==> config.mk <==
export PLATFORM = sky130hd
export DESIGN_NAME = crw_top
export DESIGN_NICKNAME = d
export VERILOG_FILES = /design/src/crw_pkg.sv /design/src/crw_ctl_if.sv /design/src/crw_regs.sv /design/src/crw_top.sv
export SDC_FILE = /design/constraint.sdc
export NUM_CORES = 1
export LEC_CHECK = 0
export ABC_AREA = 1
export BUFFER_PORTS_ARGS = -buffer_cell sky130_fd_sc_hd__buf_4
export CAP_MARGIN = 20
export CORE_MARGIN = 10
export CORE_UTILIZATION = 52
export CTS_CLUSTER_DIAMETER = 40
export CTS_CLUSTER_SIZE = 24
export DETAILED_ROUTE_END_ITERATION = 6
export GPL_TIMING_DRIVEN = 0
export PLACE_DENSITY = 0.7
export REMOVE_ABC_BUFFERS = 1
export SLEW_MARGIN = 40
export SYNTH_ARGS = -nofsm -noshare
export SYNTH_HDL_FRONTEND = slang
export SYNTH_SLANG_ARGS = --single-unit
==> constraint.sdc <==
create_clock -name pclk -period 5.84 [get_ports pclk]
set_clock_uncertainty 0.05 [all_clocks]
set_input_delay 0.584 -clock pclk [delete_from_list [all_inputs] [get_ports pclk]]
set_output_delay 0.584 -clock pclk [all_outputs]
set_load 0.005 [all_outputs]
==> src/crw_pkg.sv <==
/*
 * Shared constants, types and helpers of the capture record writer.
 * Assumes a 32-bit APB register bus and a host ring counted in 32-bit words.
 */
package crw_pkg;

    // Register byte offsets
    localparam logic [11:0] CRW_CTRL_OFS = 12'h000;
    localparam logic [11:0] CRW_BASE_OFS = 12'h004;
    localparam logic [11:0] CRW_SIZE_OFS = 12'h008;
    localparam logic [11:0] CRW_RPTR_OFS = 12'h00c;
    localparam logic [11:0] CRW_WPTR_OFS = 12'h010;
    localparam logic [11:0] CRW_LOSS_OFS = 12'h014;
    localparam logic [11:0] CRW_STAT_OFS = 12'h018;
    localparam logic [11:0] CRW_MASK_OFS = 12'h01c;

    // Control bits and event bits
    localparam int CRW_EN_BIT   = 0;
    localparam int CRW_RAW_BIT  = 1;
    localparam int CRW_OC48_BIT = 2;
    localparam int CRW_EV_DROP  = 0;
    localparam int CRW_EV_FULL  = 1;
    localparam int CRW_EV_REC   = 2;

    // Values after reset
    localparam logic [2:0]  CRW_CTRL_RST = 3'h0;
    localparam logic [2:0]  CRW_MASK_RST = 3'h0;
    localparam logic [23:0] CRW_SIZE_RST = 24'h000000;

    // Record header fields
    localparam logic [7:0]  CRW_TYPE_RAW  = 8'h18;
    localparam logic [7:0]  CRW_TYPE_PKT  = 8'h02;
    localparam logic [7:0]  CRW_EXT_RAW   = 8'h05;
    localparam int          CRW_EXT_BIT   = 23;
    localparam int          CRW_MORE_BIT  = 23;
    localparam logic [1:0]  CRW_LAST_SEQ  = 2'h3;
    localparam logic [15:0] CRW_LCTR_MAX  = 16'hffff;

    // Quarter of a 9720-word frame per fragment
    localparam logic [15:0] CRW_FRAG_WORDS = 16'h097e;
    // Worst-case record set: one whole frame plus headers
    localparam logic [23:0] CRW_MIN_FREE   = 24'h002610;

    typedef enum logic [2:0] {
        CRW_IDLE = 3'b000,
        CRW_HDR0 = 3'b001,
        CRW_HDR1 = 3'b011,
        CRW_PAY  = 3'b010,
        CRW_DROP = 3'b110
    } crw_state_t;

    function automatic logic [23:0] crw_used(input logic [23:0] wp, input logic [23:0] rp,
                                             input logic [23:0] size);
        crw_used = (wp >= rp) ? wp - rp : 24'(wp + size - rp);
    endfunction : crw_used

    function automatic logic [23:0] crw_inc(input logic [23:0] ptr, input logic [23:0] size);
        crw_inc = (ptr + 24'h000001 >= size) ? 24'h000000 : ptr + 24'h000001;
    endfunction : crw_inc

endpackage : crw_pkg

==> src/crw_ctl_if.sv <==
/*
 * Control and status bundle between the register file and the record core.
 * Assumes both ends run on the same clock.
 */
interface crw_ctl_if;
    logic        enable;
    logic        raw_mode;
    logic        oc48;
    logic [31:0] base;
    logic [23:0] size;
    logic [23:0] rptr;
    logic [23:0] wptr;
    logic [31:0] loss_total;
    logic [2:0]  events;

    modport reg_mp  (output enable, raw_mode, oc48, base, size, rptr,
                     input  wptr, loss_total, events);
    modport core_mp (input  enable, raw_mode, oc48, base, size, rptr,
                     output wptr, loss_total, events);
endinterface : crw_ctl_if

==> src/crw_regs.sv <==
/*
 * APB register file of the capture record writer, with sticky event status and irq.
 * Assumes an APB master; every transfer completes with no wait state.
 */
module crw_regs
    import crw_pkg::*;
(
    // Clock and reset
    input  wire logic        pclk,
    input  wire logic        presetn,
    // APB slave
    input  wire logic        psel,
    input  wire logic        penable,
    input  wire logic        pwrite,
    input  wire logic [11:0] paddr,
    input  wire logic [31:0] pwdata,
    output logic      [31:0] prdata,
    output logic             pready,
    output logic             pslverr,
    // Interrupt
    output logic             irq,
    // Core side
    crw_ctl_if.reg_mp        ctl
);

    typedef struct packed {
        logic [2:0]  ctrl;
        logic [31:0] base;
        logic [23:0] size;
        logic [23:0] rptr;
        logic [2:0]  stat;
        logic [2:0]  mask;
        logic [31:0] rdata;
        logic        err;
        logic        irq;
    } crw_reg_st_t;

    localparam crw_reg_st_t REG_RST = '{ctrl: CRW_CTRL_RST, mask: CRW_MASK_RST,
                                        size: CRW_SIZE_RST, default: '0};

    crw_reg_st_t q, d;

    always_comb
    begin
        d = q;
        // Read data is latched in the setup cycle so that prdata comes from a flop
        if (psel && !penable)
        begin
            d.err = 1'b0;
            unique case (paddr)
                CRW_CTRL_OFS: d.rdata = {29'h0, q.ctrl};
                CRW_BASE_OFS: d.rdata = q.base;
                CRW_SIZE_OFS: d.rdata = {8'h0, q.size};
                CRW_RPTR_OFS: d.rdata = {8'h0, q.rptr};
                CRW_WPTR_OFS: d.rdata = {8'h0, ctl.wptr};
                CRW_LOSS_OFS: d.rdata = ctl.loss_total;
                CRW_STAT_OFS: d.rdata = {29'h0, q.stat};
                CRW_MASK_OFS: d.rdata = {29'h0, q.mask};
                default:
                begin
                    d.rdata = 32'h0;
                    d.err   = 1'b1;
                end
            endcase
        end
        if (psel && penable && pwrite)
        begin
            unique case (paddr)
                CRW_CTRL_OFS: d.ctrl = pwdata[2:0];
                CRW_BASE_OFS: d.base = {pwdata[31:2], 2'b00};
                CRW_SIZE_OFS: d.size = pwdata[23:0];
                CRW_RPTR_OFS: d.rptr = pwdata[23:0];
                CRW_STAT_OFS: d.stat = q.stat & ~pwdata[2:0];
                CRW_MASK_OFS: d.mask = pwdata[2:0];
                default: ;
            endcase
        end
        // A new event beats a clear in the same cycle
        d.stat = d.stat | ctl.events;
        d.irq  = |(d.stat & d.mask);
    end

    always_ff @(posedge pclk or negedge presetn)
    begin
        if (!presetn)
            q <= REG_RST;
        else
            q <= d;
    end

    assign prdata       = q.rdata;
    assign pready       = 1'b1;
    assign pslverr      = q.err && psel && penable;
    assign irq          = q.irq;
    assign ctl.enable   = q.ctrl[CRW_EN_BIT];
    assign ctl.raw_mode = q.ctrl[CRW_RAW_BIT];
    assign ctl.oc48     = q.ctrl[CRW_OC48_BIT];
    assign ctl.base     = q.base;
    assign ctl.size     = q.size;
    assign ctl.rptr     = q.rptr;

endmodule : crw_regs

==> src/crw_top.sv <==
/*
 * Capture record writer: wraps each captured packet or raw frame in records and
 * writes them word by word into a host ring buffer; drops packets while it is full.
 * Assumes the link marks the first word of a packet (the first A1 byte for raw
 * frames) with lnk_sof and the last with lnk_eof, and that a packet never exceeds
 * the worst-case record set held in the package.
 */
// The implementer's own choices: the address map and the APB slave port.
// Behaviour
// Every captured packet becomes one written record
// Host drains the ring fast enough
// Full ring drops new packets until freed
// Dropped packets counted in record loss field
// Capture LED goes off while ring full
// Raw frames use type 24, extension 5
// Low rate: one record, more 0, seq 0
// High rate: four records, seq 0-3
// Record zero starts at first A1 byte
// Fragments written in order, back to back
module crw_top
    import crw_pkg::*;
(
    // Clock and reset
    input  wire logic        pclk,
    input  wire logic        presetn,
    // APB slave
    input  wire logic        psel,
    input  wire logic        penable,
    input  wire logic        pwrite,
    input  wire logic [11:0] paddr,
    input  wire logic [31:0] pwdata,
    output logic      [31:0] prdata,
    output logic             pready,
    output logic             pslverr,
    // Link receive stream
    input  wire logic        lnk_valid,
    input  wire logic        lnk_sof,
    input  wire logic        lnk_eof,
    input  wire logic [31:0] lnk_data,
    output logic             lnk_ready,
    // Host memory write port
    output logic             mem_valid,
    output logic      [31:0] mem_addr,
    output logic      [31:0] mem_data,
    input  wire logic        mem_ready,
    // Indicators
    output logic             capture_led,
    output logic             irq
);

    typedef struct packed {
        crw_state_t  st;
        logic        raw;
        logic        oc48;
        logic [1:0]  seq;
        logic [15:0] wcnt;
        logic [15:0] lctr;
        logic [31:0] loss_tot;
        logic [23:0] wptr;
        logic        ov;
        logic [31:0] oaddr;
        logic [31:0] odata;
        logic        full_prev;
        logic        led;
        logic [2:0]  ev;
    } crw_core_st_t;

    // Full counts as already seen at reset, so a zero-sized ring raises no false full event
    localparam crw_core_st_t CORE_RST = '{st: CRW_IDLE, full_prev: 1'b1, default: '0};

    crw_ctl_if ctl ();

    crw_regs u_regs (
        .pclk    (pclk),
        .presetn (presetn),
        .psel    (psel),
        .penable (penable),
        .pwrite  (pwrite),
        .paddr   (paddr),
        .pwdata  (pwdata),
        .prdata  (prdata),
        .pready  (pready),
        .pslverr (pslverr),
        .irq     (irq),
        .ctl     (ctl)
    );

    crw_core_st_t q, d;
    logic         adv;
    logic         full;
    logic         emit;
    logic [31:0]  word;
    logic         frag_end;
    logic [23:0]  used;

    // Output register advances when empty or taken by memory
    assign adv  = !q.ov || mem_ready;
    assign used = crw_used(q.wptr, ctl.rptr, ctl.size);
    // Full means less room than the largest record set; a zero-sized ring counts as full
    assign full = ({1'b0, ctl.size} <= {1'b0, used} + {1'b0, CRW_MIN_FREE});
    assign frag_end = q.raw && q.oc48 && (q.seq != CRW_LAST_SEQ)
                      && (q.wcnt == CRW_FRAG_WORDS - 16'h0001);

    always_comb
    begin
        lnk_ready = 1'b0;
        unique case (q.st)
            CRW_IDLE: lnk_ready = !ctl.enable || !lnk_sof || full;
            CRW_PAY:  lnk_ready = adv;
            CRW_DROP: lnk_ready = 1'b1;
            default:  lnk_ready = 1'b0;
        endcase
    end

    always_comb
    begin
        d    = q;
        emit = 1'b0;
        word = 32'h0;
        d.ev = 3'h0;
        if (adv)
            d.ov = 1'b0;
        unique case (q.st)
            CRW_IDLE:
            begin
                if (lnk_valid && lnk_sof && ctl.enable)
                begin
                    d.raw  = ctl.raw_mode;
                    d.oc48 = ctl.oc48;
                    d.seq  = 2'h0;
                    if (full)
                    begin
                        // Whole packet is discarded, only its count survives
                        if (q.lctr != CRW_LCTR_MAX)
                            d.lctr = q.lctr + 16'h0001;
                        d.loss_tot = q.loss_tot + 32'h00000001;
                        d.ev[CRW_EV_DROP] = 1'b1;
                        if (!lnk_eof)
                            d.st = CRW_DROP;
                    end
                    else
                        d.st = CRW_HDR0;
                end
            end
            CRW_HDR0:
            begin
                if (adv)
                begin
                    emit = 1'b1;
                    word = {(q.raw ? CRW_TYPE_RAW : CRW_TYPE_PKT), 8'h00, q.lctr};
                    word[CRW_EXT_BIT] = q.raw;
                    d.lctr = 16'h0000;
                    d.wcnt = 16'h0000;
                    d.st   = q.raw ? CRW_HDR1 : CRW_PAY;
                end
            end
            CRW_HDR1:
            begin
                if (adv)
                begin
                    emit = 1'b1;
                    word = {CRW_EXT_RAW, 8'h00, 14'h0000, q.seq};
                    // More fragments follow on all but the last quarter
                    word[CRW_MORE_BIT] = q.oc48 && (q.seq != CRW_LAST_SEQ);
                    d.st = CRW_PAY;
                end
            end
            CRW_PAY:
            begin
                if (adv && lnk_valid)
                begin
                    emit   = 1'b1;
                    word   = lnk_data;
                    d.wcnt = q.wcnt + 16'h0001;
                    if (lnk_eof)
                    begin
                        d.st = CRW_IDLE;
                        d.ev[CRW_EV_REC] = 1'b1;
                    end
                    else if (frag_end)
                    begin
                        d.st  = CRW_HDR0;
                        d.seq = q.seq + 2'h1;
                        d.ev[CRW_EV_REC] = 1'b1;
                    end
                end
            end
            CRW_DROP:
            begin
                if (lnk_valid && lnk_eof)
                    d.st = CRW_IDLE;
            end
            default: d.st = CRW_IDLE;
        endcase
        if (emit)
        begin
            d.ov    = 1'b1;
            d.odata = word;
            d.oaddr = ctl.base + {6'h00, q.wptr, 2'b00};
            d.wptr  = crw_inc(q.wptr, ctl.size);
        end
        d.full_prev = full;
        d.ev[CRW_EV_FULL] = full && !q.full_prev;
        // Dark LED tells the operator records are being lost
        d.led = ctl.enable && !full;
    end

    always_ff @(posedge pclk or negedge presetn)
    begin
        if (!presetn)
            q <= CORE_RST;
        else
            q <= d;
    end

    assign mem_valid      = q.ov;
    assign mem_addr       = q.oaddr;
    assign mem_data       = q.odata;
    assign capture_led    = q.led;
    assign ctl.wptr       = q.wptr;
    assign ctl.loss_total = q.loss_tot;
    assign ctl.events     = q.ev;
endmodule : crw_top

== Word level (Yosys, flattened, before mapping) ==
Cells that the tools add are included.
Word-level totals
  RAM bits: 0
  register bits: 286
  input bits: 85
  memories kept: 0
  latch bits: 0
  memory bits (read-only): 0
  output and inout port bits: 102
Cells by class
  $lt $le $gt $ge: 3
  divide/modulo/power cells: 0
  mux-type cells: 46
  multipliers: 0
  bitwise operators: 4
  reduce and logical (&&, ||, !) cells: 43
  eq/ne operators: 25
  shift-type cells: 0
  add/sub/neg operators: 10
Operator list (count)
  32-bit case mux with 8 select lines: 1
  48-bit two-way mux: 2
  32-bit case mux with 3 select lines: 1
  65-bit two-way mux: 1
  32-bit two-way mux: 2
  16-bit case mux with 2 select lines: 2
  12-bit by 5-bit equality test with 1-bit output (second input constant): 4
  24-bit >= comparator: 2
  24-bit two-way mux: 2
  24-bit subtractor: 2
  16-bit by 1-bit adder with 16-bit output (second input constant): 2
  32-bit by 1-bit adder with 32-bit output (second input constant): 1
  32-bit by 26-bit adder with 32-bit output: 1
  3-bit two-way mux: 10
  29-bit two-way mux: 1
  27-bit two-way mux: 1
  24-bit by 14-bit adder with 25-bit output (second input constant): 1
  24-bit by 25-bit less-or-equal comparator with 1-bit output: 1
  24-bit by 1-bit adder with 24-bit output (second input constant): 1
  24-bit adder: 1
  12-bit by 4-bit equality test with 1-bit output (second input constant): 2
  2-bit != test (second input constant): 10
  18-bit two-way mux: 1
  16-bit by 12-bit equality test with 1-bit output (second input constant): 1
  33 further kinds: 78

== Logic depth before layout (Yosys ltp) ==
  depth after elaboration: 8
  depth in mapped cells: 41
  mapped depth without buffers: 39

== Modules after synthesis ==
A second synthesis with hierarchy kept.
Second synthesis, totals
  cell total of the unflattened synthesis: 3266
  area total of the unflattened synthesis: 22816.9 sq um
Modules (own cells, without submodules)
  crw_top: times used 1, area an instance 16111.7 sq um, sequential area each 4130.2 sq um, cells an instance 2410
  crw_regs: times used 1, area an instance 6705.2 sq um, sequential area each 3027.9 sq um, cells an instance 856

== Worst setup path after synthesis ==
Ideal clock, no wire load.
  kind: reg2out
  from: register q (netlist bit ctl.wptr[0])
  to: output lnk_ready
  cell stages (with the launch flop): 38
  slack: 0.672 ns
  arrival: 4.534 ns
  required time: 5.206 ns
  cell sequence: dfrtp_1 inv_1 ha_1 inv_1 fa_1 nand2_1 nand2_1 nand3_2 nand3_2 nand2_2 nand3_4 buf_8 buf_6 nand2_1 o21ai_2 ha_1 inv_1 nor2_1 (+2 left out) nand3_1 nand3_1 xor2_1 ha_1 nand4_1 inv_1 nand4_1 o21bai_1 nand2_1 nand2_1 nand2_1 nand2_1 nand2_1 a21oi_1 nor2_1 nand2_8 o21ai_0 nand2_1
RTL lines
  start, declared: line crw_top.sv:88  | crw_core_st_t q, d;
  start signal, assigned: line crw_top.sv:211  | q <= CORE_RST;
  start signal, assigned: line crw_top.sv:213  | q <= d;
  end, declared: line crw_top.sv:40  | output logic lnk_ready,

==> out/qor.txt <==
CLOCK TREE
--------------------------------------------------------------------------------
Maximum clock path buffer count                                                3
Later-pin clock latency in the skew report                               0.61 ns
Number of levels the H-tree was split into                                     2
Clock tree from TritonCTS                                                  built
Clk pin slew, worst setup/hold paths                                     0.05 ns
Library cell used as clock root buffer                                 clkbuf_16
Number of sinks handled by clock tree synthesis                              284
Number of buffers created by CTS                                              51

WORST SETUP PATH
--------------------------------------------------------------------------------
Depth of the worst register-to-register path                                  21
Worst-path cell with the longest stage delay                                fa_1
Crit path kind                                                        reg -> out
CP arrival                                                               5.34 ns
Most used cell along the critical path                                   nand2_2
Worst-case register-to-register setup slack                              0.28 ns
CP required                                                              5.21 ns
Delay of the slowest cell on the worst path                              0.62 ns
Top cell family by delay on the critical path                       simple AND/OR/NAND/NOR gates
Largest fanout on the critical path                                            6
Worst setup SP type                                                     register
Capture instance of the worst register-to-register path             ctl.wptr[23]
Worst reg2reg path startpoint                                        ctl.wptr[1]
Buf/Inv on CP                                                                  7
Kind of end point of the critical path                              primary output

DIE
--------------------------------------------------------------------------------
FP Rows                                                                       74
Die Height                                                                222 µm
Number of I/O pins                                                           187
Total die area                                                        49,500 µm²
Core outline area                                                     40,600 µm²
Starting Density                                                           52.4%
Width of the chip                                                         222 µm

GLOBAL ROUTE
--------------------------------------------------------------------------------
Global-route wire length before repair                                113,000 µm
Total overflow reported by the global router                                   0
Pin count of the biggest net entering global routing                          81
Number of antenna violations at the first check in global routing              0
Global-route total usage across every layer                                28.3%
Number of global-route vias before repair                                 20,700

YOSYS
--------------------------------------------------------------------------------
Distinct cells, synth                                                         65
Ranking of synthesized cells by instance count                      nand2_1, inv_1, dfrtp_1
Post-synthesis cell area                                              21,300 µm²
Cells taking the most area after synthesis                          dfrtp_1, nand2_1, ha_1
Synth top area share                                                       33.2%
Most instantiated flip-flop cell in the synthesis netlist                dfrtp_1
Flops & latches, synth                                                       284
Post-synthesis area per instance                                        7.22 µm²
Synth async-reset ratio                                                     100%
Sequential element share of the synthesized area                           33.4%
Count of flip-flops with a built-in enable after synthesis                     0
Synth warn                                                                     0
Cell with the most instances after synthesis                             nand2_1
Mapped Cells                                                               2,951
Most area-hungry cell type in the Yosys netlist                          dfrtp_1

ROUTE
--------------------------------------------------------------------------------
Total iterations of the first detailed-routing run                             7
Wirelength per Cell                                                      19.4 µm
Starting DRC count in detailed routing                                     1,799
Routed vias/inst                                                            5.56
Remaining antenna violation count after routing                                0
Count of unresolved DRC violations after routing                               0
Total vias in the final route                                             20,600
Sum of routed wire length over all layers                              71,800 µm

MIN PATH
--------------------------------------------------------------------------------
Min-Delay Startpoint                                                lnk_data[28]
Hold endpoint                                                       mem_data[28]
Kind of path behind the tightest hold check                            in -> reg
Worst hold path depth                                                          3

POWER
--------------------------------------------------------------------------------
Overall power                                                            6.33 mW
Leakage Power                                                            13.1 nW
Max VDD drop                                                              239 µV
Cell Pwr Density                                                      243 nW/µm²

TIMING
--------------------------------------------------------------------------------
Period utilization                                                          102%
Worst slew margin relative to its limit                                    42.6%
Slew at the pin closest to its max-slew limit                           0.858 ns
Unrepaired setup endpoints after global routing                              yes
Final slew viol count                                                          0
Final count of hold timing violations                                          0
Hold Slack                                                              0.146 ns
Endpoints failing setup                                                        1
Maximum clock rate                                                     0.167 GHz
Worst setup margin                                                     -0.131 ns
Time the final worst path needs with I/O delays and setup                5.97 ns

JOB
--------------------------------------------------------------------------------
Max-cap check violation count                                                  0

LAYOUT
--------------------------------------------------------------------------------
Area of the multi-input gates                                         12,400 µm²
Final Instance Area                                                   26,100 µm²
Synth-to-Final Area Change                                                 22.3%
Layout Nets                                                                3,361
Antenna diodes                                                                 0
Combined flip-flop and latch cell area                                  7140 µm²
FILL cells                                                                 3,586
Fraction of layout cells with a size suffix above 1                        20.4%

RUN STATUS
--------------------------------------------------------------------------------
Outcome                                                             finished, violations left
Violated checks                                                     negative setup slack

PLACE
--------------------------------------------------------------------------------
Count of port buffers added during placement                                 183
Placer congestion estimate                                                 0.952
Half-perimeter wire length of the detailed placement result            54,400 µm
Cell area reported after detailed placement                           22,600 µm²

-- how the worst max path moves through the flow --
stage                        end  slack, ns  depth (start not counted)          startpoint
floorplan              lnk_ready       0.68                         33         ctl.wptr[1]
global placement    ctl.wptr[23]      -1.11                         19         ctl.wptr[1]
detailed placement     lnk_ready      -0.83                         34         ctl.wptr[1]
CTS                    lnk_ready      -0.05                         34  u_regs.ctl.rptr[1]
global route           lnk_ready      -0.35                         31         ctl.wptr[8]
finish                 lnk_ready      -0.13                         36  u_regs.ctl.size[2]
-- sequential cells by signal, indices dropped and copies added (netlist names), 3 cells and up --
| signal | flops |
|---|---|
| q | 40 |
| ctl.loss_total | 32 |
| mem_data | 32 |
| u_regs.prdata | 32 |
| mem_addr | 30 |
| u_regs.ctl.base | 30 |
| ctl.wptr | 24 |
| u_regs.ctl.rptr | 24 |
| u_regs.ctl.size | 24 |
| u_regs.q | 7 |
| ctl.events | 3 |
-- worst reg2reg max path: stages (launching register included) --
cell      delay (ns)
dfrtp_2         0.39
inv_4           0.05
buf_4           0.16
nor3_1          0.33
nand2_1         0.09
nor2_1          0.20
nand3_1         0.19
nor2_1          0.25
nand3_1         0.23
nor2_1          0.27
nand3_1         0.19
nor3_1          0.22
xor2_1          0.37
ha_1            0.35
nand4_1         0.15
nor2_1          0.18
a211oi_1        0.67
nand2_1         0.21
a41oi_4         0.45
buf_6           0.27
nand3_1         0.13
o21ai_1         0.11
-- power by group --
group          total, mW  internal [mW]  leakage (nW)  switching [mW]
Sequential          2.03           2.00          3.66          0.0291
Combinational      0.987          0.391          8.48           0.597
Clock               3.31           2.12         0.927            1.19
-- layout make-up --
type	count	area share [%]
timing repair buffer	282	8.78
multi-input combinational	2073	47.7
clock buffer	57	5.06
inverter	432	6.30
tap	532	2.55
sequential	284	27.4
clock inverter	37	2.25
-- layout by cell type (no fill, tap or decap), types with 7 or more instances in the layout --
cell	count
nand3_1	118
o221ai_1	18
inv_6	7
clkbuf_16	51
buf_4	264
nand2_2	51
ha_2	14
o31ai_1	8
ha_4	16
bufinv_16	10
ha_1	97
fa_1	22
nand2_4	18
nor2_1	164
inv_1	385
a22o_1	10
o21bai_1	10
nand3_2	25
nand3b_1	15
nand3_4	9
a21oi_2	13
inv_8	9
xor2_1	75
nand4_1	30
inv_2	41
a22oi_1	16
nor2_4	14
a21oi_1	103
o22ai_1	24
a31oi_1	13
o21ai_1	22
nor4_1	17
o21ai_0	209
dfrtp_1	260
nor3_1	50
xnor2_1	26
nor2_2	13
dfrtp_2	23
nand2_1	773
-- repair_timing --
item / 4_1_cts / 5_1_grt
endpoints found under the hold margin: 16 / 0
endpoints found under the setup margin: 54 / 13
resized for setup: 159 / 78
hold buffers: 1 / 0
pin swaps: 60 / 46
setup buffers: 72 / 12
cloned: 1 / 0
-- per-stage QoR --
stage | setup WS [ns] | TNS, ns | cells | util, %
after floorplan | 0.675 | 0 | 2788 | -
after global placement | -1.11 | -49.24 | 3503 | 54.9
after detailed placement | -0.829 | -25.91 | 3516 | 55.6
after CTS | -0.0512 | -0.0512 | 3684 | 63.2
after global routing | -0.346 | -0.346 | 3697 | 64.1
final | -0.131 | -0.131 | 3697 | 64.1
-- kinds of logic (layout without fill, tap and decap cells) --
family / Yosys count / after routing / synth area share, %
simple gates: 1319 / 1320 / 26.5
buf+inv: 596 / 808 / 12.6
fa+ha+maj: 152 / 152 / 9.81
mux: 3 / 3 / 0.153
compound gates: 491 / 491 / 13.3
flops: 284 / 284 / 33.4
other cells: 2 / 3 / 0.0352
xor+xnor: 104 / 104 / 4.27
-- layer usage --
layer | wire length, µm | track usage [%]
met5 | 0 | 0
met3 | 4840 | 5.11
met4 | 2920 | 11.2
met1 | 30500 | 36.0
met2 | 33500 | 46.6
(Power assumes the default switching activity.)
